[config.mk]
export PLATFORM = sky130hd
export DESIGN_NAME = pcao_port_c_override
export DESIGN_NICKNAME = d
export VERILOG_FILES = /design/src/inc/pcao_pkg.sv /design/src/verilog/pcao_spike_filter.sv /design/src/verilog/pcao_port_c_override.sv
export VERILOG_INCLUDE_DIRS = /design/src /design/src/inc
export SDC_FILE = /design/constraint.sdc
export NUM_CORES = 1
export LEC_CHECK = 0
export CELL_PAD_IN_SITES_DETAIL_PLACEMENT = 0
export CELL_PAD_IN_SITES_GLOBAL_PLACEMENT = 1
export CORE_MARGIN = 2
export CORE_UTILIZATION = 30
export CTS_CLUSTER_DIAMETER = 120
export DETAILED_ROUTE_END_ITERATION = 7
export DONT_BUFFER_PORTS = 1
export GPL_ROUTABILITY_DRIVEN = 0
export HOLD_SLACK_MARGIN = 0.08
export PLACE_DENSITY = 0.51
export SLEW_MARGIN = 10
export SYNTH_ARGS = -nofsm -noshare
export SYNTH_HDL_FRONTEND = slang
export SYNTH_SLANG_ARGS = --single-unit
[constraint.sdc]
create_clock -name core_clk_in -period 2.1 [get_ports core_clk_in]
set_clock_uncertainty 0.1 [all_clocks]
set_input_delay 0.21 -clock core_clk_in [delete_from_list [all_inputs] [get_ports core_clk_in]]
set_output_delay 0.21 -clock core_clk_in [all_outputs]
set_load 0.01 [all_outputs]
[src/inc/pcao_map.svh]
// Constants for the port C alternate-function override block.
// Assumes a single 40 MHz core clock and a synchronous active-high reset.
//
// Overview of operation
// - Reset-role signal overrides pin 6 pull-up, forcing it on.
// - Reset-role signal forces pin 6 to input; its output value is never overridden.
// - Pin 6 input enable overridden by reset role or mask with group enable.
// - Two-wire enable overrides pins 5,4 pull-up: latch bit set and no global disable.
// - Two-wire enable: pin 5 direction follows clock drive, pin 4 data drive.
// - Two-wire enable forces pins 5,4 output value low, giving open drain.
// - Pins 5,4 input enable overridden by mask-and-group or analog digital disable.
// - Pins 3 to 0 never override pull-up, direction or output value.
// - Pins 3 to 0 input enable overridden by mask-and-group or analog disable.
// - Port C pin n drives pin-change source 8 plus n.
// - Two-wire inputs come from pins 5,4 analog path through spike filters.
// - Neighbouring port pin n drives pin-change source 16 plus n.
// - Global pull-up disable turns off every ordinary port pull-up.
// - Pin 6 serves reset circuitry in reset role, normal I/O otherwise.
// - In reset role, pin 6 direction, latch and input read back as zero.
// - Two-wire enable makes pin 5 the clock line and pin 4 the data line.
`ifndef PCAO_MAP_SVH
`define PCAO_MAP_SVH

`define PCAO_NPINS       7
`define PCAO_NPINS_D     8
`define PCAO_NSRC        24
`define PCAO_SRC_BASE_C  8
`define PCAO_SRC_BASE_D  16
`define PCAO_BIT_RST     6
`define PCAO_BIT_SCL     5
`define PCAO_BIT_SDA     4
`define PCAO_CLK_NS      25
`define PCAO_SPIKE_NS    50
`define PCAO_SPIKE_CYC   ((`PCAO_SPIKE_NS + `PCAO_CLK_NS - 1) / `PCAO_CLK_NS)
`define PCAO_CNT_W       2

`endif

[src/inc/pcao_pkg.sv]
// Types shared by the port C override logic.
// Assumes pcao_map.svh is on the include path.
`include "pcao_map.svh"

package pcao_pkg;

    typedef logic [`PCAO_NPINS-1:0] pcao_vec_t;

    // Two fields per controlled attribute (enable and value), one bit per pin.
    typedef struct packed {
        pcao_vec_t pu_oe;
        pcao_vec_t pu_ov;
        pcao_vec_t dd_oe;
        pcao_vec_t dd_ov;
        pcao_vec_t pv_oe;
        pcao_vec_t pv_ov;
        pcao_vec_t die_oe;
        pcao_vec_t die_ov;
    } pcao_ovr_t;

    // Normal port register view for the seven pins.
    typedef struct packed {
        pcao_vec_t dir;
        pcao_vec_t latch;
    } pcao_port_t;

endpackage

[src/verilog/pcao_spike_filter.sv]
// Spike filter between a pin's analog path and the two-wire logic.
// Assumes the input is already synchronised to core_clk_in.
`timescale 1ns/1ps

module pcao_spike_filter
    import pcao_pkg::*;
(
    input  wire logic core_clk_in, // Core clock.
    input  wire logic reset_in,    // Synchronous reset, active high.
    input  wire logic raw_in,      // Synchronised line level.
    output logic      clean_out    // Filtered line level.
);

    logic [`PCAO_CNT_W-1:0] stable_cnt_ff;
    logic                   clean_ff;

    // A level is accepted only after it differs from the output for the
    // whole spike window; shorter pulses restart the count.  The count also
    // restarts on the accepting edge, so the next edge always needs a full window.
    always_ff @(posedge core_clk_in) begin
        if (reset_in) begin
            stable_cnt_ff <= '0;
        end else if ((raw_in == clean_ff) ||
                     (stable_cnt_ff == `PCAO_CNT_W'(`PCAO_SPIKE_CYC - 1))) begin
            stable_cnt_ff <= '0;
        end else begin
            stable_cnt_ff <= stable_cnt_ff + 1'b1;
        end
    end

    always_ff @(posedge core_clk_in) begin
        if (reset_in) begin
            clean_ff <= 1'b1;
        end else if ((raw_in != clean_ff) &&
                     (stable_cnt_ff == `PCAO_CNT_W'(`PCAO_SPIKE_CYC - 1))) begin
            clean_ff <= raw_in;
        end
    end

    assign clean_out = clean_ff;

endmodule

[src/verilog/pcao_port_c_override.sv]
// Alternate-function override logic for the seven-pin port C.
// Pad inputs arrive from the package pins and are synchronised here; all
// other inputs come from core logic on the same clock.
`timescale 1ns/1ps

module pcao_port_c_override
    import pcao_pkg::*;
(
    input  wire logic                     core_clk_in,       // Core clock, 40 MHz.
    input  wire logic                     reset_in,          // Synchronous reset, high.
    input  wire logic [`PCAO_NPINS-1:0]   dir_reg_in,        // Direction register bits.
    input  wire logic [`PCAO_NPINS-1:0]   latch_reg_in,      // Port latch bits.
    input  wire logic                     global_pullup_disable_in, // Kill pull-ups, except pin 6 in reset role.
    input  wire logic                     reset_pin_fuse_in, // High: pin 6 in reset role.
    input  wire logic                     two_wire_enable_in, // Two-wire interface on.
    input  wire logic                     twi_scl_drive_in,  // Clock-drive from interface.
    input  wire logic                     twi_sda_drive_in,  // Data-drive from interface.
    input  wire logic                     pin_change_group1_enable_in, // Group 1 enable.
    input  wire logic [`PCAO_NPINS-1:0]   pin_change_mask_in, // Per-pin change masks.
    input  wire logic [5:0]               analog_digital_disable_in, // Channels 5..0.
    input  wire logic [`PCAO_NPINS-1:0]   pad_in,            // Pad levels, asynchronous.
    input  wire logic [`PCAO_NPINS_D-1:0] port_d_digital_in, // Neighbour port inputs.
    output logic      [`PCAO_NPINS-1:0]   pad_out_out,       // Pad output value.
    output logic      [`PCAO_NPINS-1:0]   pad_oe_out,        // Pad drive enable.
    output logic      [`PCAO_NPINS-1:0]   pad_pullup_out,    // Pad pull-up enable.
    output logic      [`PCAO_NPINS-1:0]   input_enable_out,  // Digital input enable.
    output logic      [`PCAO_NPINS-1:0]   dir_read_out,      // Direction read-back.
    output logic      [`PCAO_NPINS-1:0]   latch_read_out,    // Latch read-back.
    output logic      [`PCAO_NPINS-1:0]   pin_read_out,      // Pin input read-back.
    output logic      [`PCAO_NSRC-1:0]    pin_change_src_out, // Pin-change sources.
    output logic                          reset_sense_out,   // Pin 6 to reset circuit.
    output logic      [3:0]               analog_chan_out,   // Converter channels 3..0.
    output logic                          twi_scl_in_out,    // Filtered clock line.
    output logic                          twi_sda_in_out     // Filtered data line.
);

    // ------------------------------------------------------------------
    // Helpers
    // ------------------------------------------------------------------

    // Per-pin select between override and normal value.
    function automatic pcao_vec_t pick(input pcao_vec_t oe,
                                       input pcao_vec_t ov,
                                       input pcao_vec_t normal);
        pick = (oe & ov) | (~oe & normal);
    endfunction

    // ------------------------------------------------------------------
    // Pad synchronisers
    // ------------------------------------------------------------------

    pcao_vec_t pad_meta_ff;
    pcao_vec_t pad_sync_ff;

    always_ff @(posedge core_clk_in) begin
        if (reset_in) begin
            pad_meta_ff <= '0;
            pad_sync_ff <= '0;
        end else begin
            pad_meta_ff <= pad_in;
            pad_sync_ff <= pad_meta_ff;
        end
    end

    // ------------------------------------------------------------------
    // Override signals
    // ------------------------------------------------------------------

    pcao_ovr_t  ovr;
    pcao_port_t port;
    pcao_vec_t  pc_term;
    logic       rst_role;
    logic       tw_on;

    assign port     = '{dir: dir_reg_in, latch: latch_reg_in};
    assign rst_role = reset_pin_fuse_in;
    assign tw_on    = two_wire_enable_in;
    assign pc_term  = pin_change_mask_in & {`PCAO_NPINS{pin_change_group1_enable_in}};

    always_comb begin
        ovr = '0;
        // Pin 6 in reset role: input with pull-up on, output value untouched.
        ovr.pu_oe[`PCAO_BIT_RST]  = rst_role;
        ovr.pu_ov[`PCAO_BIT_RST]  = 1'b1;
        ovr.dd_oe[`PCAO_BIT_RST]  = rst_role;
        ovr.dd_ov[`PCAO_BIT_RST]  = 1'b0;
        ovr.die_oe[`PCAO_BIT_RST] = rst_role | pc_term[`PCAO_BIT_RST];
        ovr.die_ov[`PCAO_BIT_RST] = rst_role;
        // Two-wire pins: open drain, direction from the interface.
        ovr.pu_oe[`PCAO_BIT_SCL]  = tw_on;
        ovr.pu_oe[`PCAO_BIT_SDA]  = tw_on;
        ovr.pu_ov[`PCAO_BIT_SCL]  = port.latch[`PCAO_BIT_SCL] & ~global_pullup_disable_in;
        ovr.pu_ov[`PCAO_BIT_SDA]  = port.latch[`PCAO_BIT_SDA] & ~global_pullup_disable_in;
        ovr.dd_oe[`PCAO_BIT_SCL]  = tw_on;
        ovr.dd_oe[`PCAO_BIT_SDA]  = tw_on;
        ovr.dd_ov[`PCAO_BIT_SCL]  = twi_scl_drive_in;
        ovr.dd_ov[`PCAO_BIT_SDA]  = twi_sda_drive_in;
        ovr.pv_oe[`PCAO_BIT_SCL]  = tw_on;
        ovr.pv_oe[`PCAO_BIT_SDA]  = tw_on;
        ovr.pv_ov[`PCAO_BIT_SCL]  = 1'b0;
        ovr.pv_ov[`PCAO_BIT_SDA]  = 1'b0;
        // Input enable for the analog-capable pins 5..0.
        ovr.die_oe[5:4] = pc_term[5:4] | analog_digital_disable_in[5:4];
        ovr.die_ov[5:4] = pc_term[5:4];
        ovr.die_oe[3:0] = pc_term[3:0] | analog_digital_disable_in[3:0];
        ovr.die_ov[3:0] = pc_term[3:0];
    end

    // ------------------------------------------------------------------
    // Resolved pad controls
    // ------------------------------------------------------------------

    pcao_vec_t nxt_pullup;
    pcao_vec_t nxt_oe;
    pcao_vec_t nxt_out;
    pcao_vec_t nxt_ie;
    pcao_vec_t norm_pullup;

    // Ordinary pull-up needs input direction, latch one and no global kill.
    assign norm_pullup = ~port.dir & port.latch &
                         {`PCAO_NPINS{~global_pullup_disable_in}};
    assign nxt_pullup  = pick(ovr.pu_oe, ovr.pu_ov, norm_pullup);
    assign nxt_oe      = pick(ovr.dd_oe, ovr.dd_ov, port.dir);
    assign nxt_out     = pick(ovr.pv_oe, ovr.pv_ov, port.latch);
    assign nxt_ie      = pick(ovr.die_oe, ovr.die_ov, {`PCAO_NPINS{1'b1}});

    pcao_vec_t pad_pullup_ff;
    pcao_vec_t pad_oe_ff;
    pcao_vec_t pad_out_ff;
    pcao_vec_t input_enable_ff;

    // Reset leaves every pad an input without pull-up, which is the safe state.
    always_ff @(posedge core_clk_in) begin
        if (reset_in) begin
            pad_pullup_ff   <= '0;
            pad_oe_ff       <= '0;
            pad_out_ff      <= '0;
            input_enable_ff <= '0;
        end else begin
            pad_pullup_ff   <= nxt_pullup;
            pad_oe_ff       <= nxt_oe;
            pad_out_ff      <= nxt_out;
            input_enable_ff <= nxt_ie;
        end
    end

    // ------------------------------------------------------------------
    // Digital input path and read-back
    // ------------------------------------------------------------------

    pcao_vec_t digital_in;
    pcao_vec_t rd_mask;

    // A disabled input buffer reads low rather than following the pad.
    assign digital_in = pad_sync_ff & nxt_ie;
    assign rd_mask    = {~rst_role, {(`PCAO_NPINS-1){1'b1}}};

    pcao_vec_t dir_read_ff;
    pcao_vec_t latch_read_ff;
    pcao_vec_t pin_read_ff;

    always_ff @(posedge core_clk_in) begin
        if (reset_in) begin
            dir_read_ff   <= '0;
            latch_read_ff <= '0;
            pin_read_ff   <= '0;
        end else begin
            dir_read_ff   <= port.dir & rd_mask;
            latch_read_ff <= port.latch & rd_mask;
            pin_read_ff   <= digital_in & rd_mask;
        end
    end

    // ------------------------------------------------------------------
    // Pin-change sources
    // ------------------------------------------------------------------

    logic [`PCAO_NSRC-1:0] nxt_src;
    logic [`PCAO_NSRC-1:0] src_ff;

    always_comb begin
        nxt_src = '0;
        nxt_src[`PCAO_SRC_BASE_C +: `PCAO_NPINS]   = digital_in;
        nxt_src[`PCAO_SRC_BASE_D +: `PCAO_NPINS_D] = port_d_digital_in;
    end

    always_ff @(posedge core_clk_in) begin
        if (reset_in) begin
            src_ff <= '0;
        end else begin
            src_ff <= nxt_src;
        end
    end

    // ------------------------------------------------------------------
    // Analog paths
    // ------------------------------------------------------------------

    logic       reset_sense_ff;
    logic [3:0] analog_chan_ff;

    // The reset path bypasses the input enable so a disabled buffer can
    // never hide an external reset.
    always_ff @(posedge core_clk_in) begin
        if (reset_in) begin
            reset_sense_ff <= 1'b1;
            analog_chan_ff <= '0;
        end else begin
            reset_sense_ff <= pad_sync_ff[`PCAO_BIT_RST] | ~rst_role;
            analog_chan_ff <= pad_sync_ff[3:0];
        end
    end

    // ------------------------------------------------------------------
    // Two-wire input filters
    // ------------------------------------------------------------------

    logic scl_clean;
    logic sda_clean;

    // Filters read the analog path, so they work even while the digital
    // input buffer is switched off by an analog disable bit.
    pcao_spike_filter u_scl_filter (
        .core_clk_in (core_clk_in),
        .reset_in    (reset_in),
        .raw_in      (pad_sync_ff[`PCAO_BIT_SCL]),
        .clean_out   (scl_clean)
    );

    pcao_spike_filter u_sda_filter (
        .core_clk_in (core_clk_in),
        .reset_in    (reset_in),
        .raw_in      (pad_sync_ff[`PCAO_BIT_SDA]),
        .clean_out   (sda_clean)
    );

    logic twi_scl_ff;
    logic twi_sda_ff;

    always_ff @(posedge core_clk_in) begin
        if (reset_in) begin
            twi_scl_ff <= 1'b1;
            twi_sda_ff <= 1'b1;
        end else begin
            twi_scl_ff <= scl_clean;
            twi_sda_ff <= sda_clean;
        end
    end

    // ------------------------------------------------------------------
    // Outputs
    // ------------------------------------------------------------------

    assign pad_out_out        = pad_out_ff;
    assign pad_oe_out         = pad_oe_ff;
    assign pad_pullup_out     = pad_pullup_ff;
    assign input_enable_out   = input_enable_ff;
    assign dir_read_out       = dir_read_ff;
    assign latch_read_out     = latch_read_ff;
    assign pin_read_out       = pin_read_ff;
    assign pin_change_src_out = src_ff;
    assign reset_sense_out    = reset_sense_ff;
    assign analog_chan_out    = analog_chan_ff;
    assign twi_scl_in_out     = twi_scl_ff;
    assign twi_sda_in_out     = twi_sda_ff;

endmodule

# ---- Word-level counts from Yosys, hierarchy flattened
# Cells that the tools add are included.
dict set report word_totals {
  ff_bits 100
  input_bits 50
  out_inout_bits 80
  word_cells 61
}
dict set report classes {
  addsub 2
  n_eq_ne 6
  bitwise 28
  n_reduce_logical 6
}
# op count
set op_table {}
lappend op_table {{bitwise AND 7 bit} 12}
lappend op_table {{inverter 7 bit} 3}
lappend op_table {{OR 7 bit} 3}
lappend op_table {{bitwise AND 7 x 6 -> 7 bit} 1}
lappend op_table {{inverter 6 -> 7 bit} 1}
lappend op_table {{adder 2 x 1 -> 2 bit (second input constant)} 2}
lappend op_table {{equality test 2 x 1 -> 1 bit (second input constant)} 2}
lappend op_table {{OR 4 bit} 1}
lappend op_table {{OR reduction 2 bit} 2}
lappend op_table {{bitwise AND 1 bit} 2}
lappend op_table {{equality test 1 bit} 2}
lappend op_table {{logical AND 1 bit} 2}
lappend op_table {{logical OR 1 bit} 2}
lappend op_table {{!= test 1 bit} 2}
lappend op_table {{inverter 1 bit} 2}
lappend op_table {{OR 1 bit} 2}
lappend op_table {{OR 2 bit} 1}

# ---- Longest topological paths before layout
dict set report logic_depth {
  word_depth 6
  mapped_depth 4
  ltp_nobuf 4
}

# ---- Hierarchy
# From an unflattened synthesis, not the netlist that was laid out.
dict set report unflattened {
  hier_cells 208
  area_unflattened_um2 2423.6
}
# module instances cells_per_inst area_per_inst_um2 seq_area_each_um2
set modules_own_cells {}
lappend modules_own_cells {pcao_port_c_override 1 188 2195.9 1401.3}
lappend modules_own_cells {pcao_spike_filter 2 10 113.9 60.1}

# ---- Worst setup path after synthesis
# No wires, ideal clock.
dict set report synth_timing {
  kind {reg2reg}
  start {reg u_scl_filter.stable_cnt_ff[0]}
  end {reg u_scl_filter.clean_ff, in the netlist u_scl_filter.clean_out}
  setup_time_ns 0.120
  arrival_ns 0.836
  required_time_ns 1.880
  setup_slack_ns 1.044
  path_stages_with_launch 4
  period_less_slack_ns 1.056
  cell_sequence {dfxtp_1 ha_1 nor2b_1 a211o_1}
}
dict set report synth_via {
  elab_chain_len 2
}
# item line_no
set synth_lines {}
lappend synth_lines {{start, declared} pcao_spike_filter.sv:14} ;# logic [`PCAO_CNT_W-1:0] stable_cnt_ff;
lappend synth_lines {{start signal, assigned} pcao_spike_filter.sv:27} ;# stable_cnt_ff <= stable_cnt_ff + 1'b1;
lappend synth_lines {{equality test 2 x 1 -> 1 bit} pcao_spike_filter.sv:35} ;# (stable_cnt_ff == `PCAO_CNT_W'(`PCAO_SPIKE_CYC - 1))) begin
lappend synth_lines {{logical AND 1 bit} pcao_spike_filter.sv:34} ;# end else if ((raw_in != clean_ff) &&
lappend synth_lines {{end signal, assigned} pcao_spike_filter.sv:36} ;# clean_ff <= raw_in;
lappend synth_lines {{end, declared} pcao_spike_filter.sv:15} ;# logic clean_ff;
# No other way between the ends.
# A chain may end at the register's enable or synchronous reset.

# ---- Final worst setup path
dict set report layout_timing {
  start {in pin_change_group1_enable_in}
  end {reg input_enable_ff[4], in the netlist input_enable_out[4]}
}
dict set report layout_via {
  elab_chain_len 4
  word_cells_on_any_way 5
  classes_between {bitwise: 5}
}
# item line_no
set layout_lines {}
lappend layout_lines {{start, declared} pcao_port_c_override.sv:18} ;# input wire logic pin_change_group1_enable_in,
lappend layout_lines {{bitwise AND 7 bit (*)} pcao_port_c_override.sv:78} ;# assign pc_term = pin_change_mask_in & {`PCAO_NPINS{pin_change_group1_enable_in}};
lappend layout_lines {{OR 2 bit} pcao_port_c_override.sv:103} ;# ovr.die_oe[5:4] = pc_term[5:4] | analog_digital_disable_in[5:4];
lappend layout_lines {{bitwise AND 7 bit or inverter 7 bit (tied branches)} pcao_port_c_override.sv:45} ;# pick = (oe & ov) | (~oe & normal);
lappend layout_lines {{OR 7 bit (*)} pcao_port_c_override.sv:45}
lappend layout_lines {{end signal, assigned} pcao_port_c_override.sv:143} ;# input_enable_ff <= nxt_ie;
lappend layout_lines {{end, declared} pcao_port_c_override.sv:130} ;# pcao_vec_t input_enable_ff;
# Mark *: on every way between the ends. The rest lies on a longest branch, timed or not.

==> results_dict.tcl <==
set metrics [dict create \
    die_w_um 93.72 \
    clock_latency_ns 0.34 \
    ys_top_cells_by_area "dfxtp_1 (63%), nor2b_1 (12%), buf_4 (7.5%)" \
    dieArea_um2 8783 \
    grt_pass1_vias 1592 \
    start_util_pct 31.09 \
    dr.pass1.iters 2 \
    vias 1502 \
    slew_viol_final 0 \
    switching_power_uw 697.6 \
    postSynthAreaPerCell_um2 11.55 \
    grtUsageTotal_pct 11.19 \
    row_count 32 \
    cp.required_ns 2.23 \
    synth_cell_types 28 \
    timing.fmax_ghz 0.5840 \
    grt_max_degree 64 \
    clock-sinks 76 \
    diodes 0 \
    hold_class "in2reg" \
    crit_top_cell "dlygate4sd3_1" \
    top_layer "met4" \
    numCtsBuffers 9 \
    crit_family "buffers and inverters" \
    setup-violations-final 0 \
    hpwlAfterDp_mm 2.959 \
    grt_pass1_wl_mm 7.403 \
    nFillCells 760 \
    grt_antenna_before_repair 0 \
    p_leak_nw 1.291 \
    setup-tns-final_ns 0 \
    root_buffer "clkbuf_8" \
    comb_power_share_pct 8.0 \
    finalCoreUtilization_pct 40.74 \
    ys.flop_type "dfxtp_1" \
    grt_overflow 0 \
    status "finished, final reports clean" \
    critPathMaxStageDelay_ns 0.66 \
    switching_share_pct 21.99 \
    synth.most_common_cell "dfxtp_1" \
    dr_wl_met3_um 500 \
    wl_met2_mm 2.296 \
    yosys.area.top_type_share_pct 63.01 \
    cpMaxStageDelayCell "dlygate4sd3_1" \
    yosys-top-cells-count "dfxtp_1 (76), nor2b_1 (45), buf_4 (24), nor2_1 (13), a21boi_0 (6)" \
    path_max_fanout 8 \
    synth_warnings 0 \
    drc 0 \
    drv_cap 0 \
    seqPwrFrac_pct 50.8 \
    critPathArrivalTime_ns 1.84 \
    critPathBufInv 2 \
    async_reset_ff_share_pct 0 \
    routed_wl_mm 4.779 \
    yosys.area.top_type "dfxtp_1" \
    fin_nets 305 \
    ys_ff_latch 76 \
    cp-end-kind "flop" \
    path_cells "dlygate4sd3_1 > a21boi_0 > dlygate4sd3_1 > nor2_1" \
    drt.antenna.violating_nets 0 \
    wl_per_cell_um 13.28 \
    cts_max_path_buffers 2 \
    drt_iter0_markers 27 \
    die_y_um 93.72 \
    clk_pin_slew_ns 0.08 \
    viasPerCell 4.172 \
    core_um2 7767 \
    clockPowerShare_pct 41.2 \
    drt-met1-wl_mm 1.874 \
    post-cts-setup-buffer-count 0 \
    p_int_mw 2.474 \
    vdd_ir_drop_max_mv 0.3183 \
    path_class "in2reg" \
    synth_edf_count 0 \
    synthCells 209 \
    rsz0062_at_grt "no" \
    syn_to_final_growth_pct 31.04 \
    syn_area_um2 2415 \
    fin_crit_ns 1.712 \
    pwr_density_cell_nw_per_um2 1002 \
    port_buffers 0 \
    cts_tree "done" \
    ios 130 \
    final_hold_viol_count 0 \
    htreeDepth 3 \
    seq_area_frac_synth_pct 63.01 \
    drive_gt1_share_pct 8.527 \
    timing.final.crit_share_pct 81.54 \
    worstSetupStartpointType "primary input" \
]
registers in the layout (all words and copies together), names as in the netlist, 2 cells and up:
name                        flops
latch_read_out                  3
dir_read_out                    2
analog_chan_out                 4
pad_out_out                     7
input_enable_out                7
pad_meta_ff                     7
pad_pullup_out                  7
pad_oe_out                      7
pad_sync_ff                     7
u_scl_filter.stable_cnt_ff      2
pin_change_src_out              9
pin_read_out                    7
u_sda_filter.stable_cnt_ff      2
metrics by stage:
step,area [um^2],worst slack (ns),cells,hold WS (ns),power (mW)
after floorplan,2445,1.044,217,0.1814,1.803
final,3164,0.3876,360,0.1098,3.172
after global placement,2346,1.030,288,0.1811,1.778
after global routing,3164,0.3784,360,0.1051,3.325
after detailed placement,2346,0.9619,288,0.1827,1.791
after CTS,3164,0.4019,360,0.09830,3.221
power by group through the flow:
stage | registers, mW | logic [mW] | clock network [mW]
after floorplan | 1.62 | 0.179 | 0
after global placement | 1.64 | 0.135 | 0
after detailed placement | 1.65 | 0.146 | 0
after CTS | 1.61 | 0.256 | 1.35
after global routing | 1.62 | 0.285 | 1.42
final | 1.61 | 0.254 | 1.31
worst paths after layout:
path / from / to / slack (ns) / cells past startpoint
hold / removal: reset_in / pad_meta_ff[4] / 0.11 / 2
setup / recovery: pin_change_group1_enable_in / input_enable_out[4] / 0.39 / 4
hold reg to reg: pad_meta_ff[0] / pad_sync_ff[0] / 0.33 / 1
setup reg to reg: u_scl_filter.stable_cnt_ff[0] / u_scl_filter.clean_out / 0.95 / 3
placed cells by master, fill, tap and decap left out, drive strengths merged:
master | netlist | layout
nor2 | 13 | 13
nor2b | 45 | 45
dlygate4sd3 | 0 | 55
or3 | 1 | 1
buf | 30 | 1
and3 | 1 | 1
a21boi | 6 | 6
or2 | 2 | 2
a211o | 2 | 2
o2bb2ai | 1 | 1
ha | 2 | 2
nor4b | 4 | 4
mux2i | 2 | 2
dfxtp | 76 | 76
and2 | 2 | 2
and3b | 1 | 1
conb | 1 | 9
bufinv | 0 | 3
clkbuf | 1 | 10
nand2 | 1 | 1
nor3 | 2 | 2
nand2b | 2 | 2
nor4 | 4 | 4
inv | 5 | 5
clkinv | 0 | 3
xnor2 | 2 | 2
nor3b | 3 | 3
final cells by class:
type / count / area (um^2) / area share [%]
well taps: 102 / 127.6 / 4.033
inverters: 5 / 18.77 / 0.5931
multi-input cells: 105 / 678.2 / 21.43
flip-flops and latches: 76 / 1521 / 48.08
repair buffers: 56 / 578.1 / 18.27
clock buffers: 10 / 127.6 / 4.033
clock inverters: 6 / 112.6 / 3.559
per-layer routing:
layer | global-route usage [%] | vias up
met5 | 0 | -
met4 | 5.797 | 0
met3 | 6.019 | 12
met2 | 18.57 | 79
met1 | 11.32 | 695
li1 | - | 716
kinds of logic (layout without fill, tap and decap cells):
logic type | count (synthesis) | count (layout) | share of synthesized area (%)
AO/OA/AOI/OAI | 9 | 9 | 2.953
XOR/XNOR | 2 | 2 | 0.7255
adder cells (fa/ha/maj) | 2 | 2 | 1.036
buffers and inverters | 36 | 77 | 10.16
flip-flops | 76 | 76 | 63.01
multiplexers | 2 | 2 | 0.8290
other | 1 | 9 | 0.1553
AND/OR/NAND/NOR | 81 | 81 | 21.14
timing repair:
item                      CTS  global route
hold buffers               56             0
hold endpoints to repair   76             0
resized for setup           0             0
Note: power is estimated with default switching activity, not from simulation.
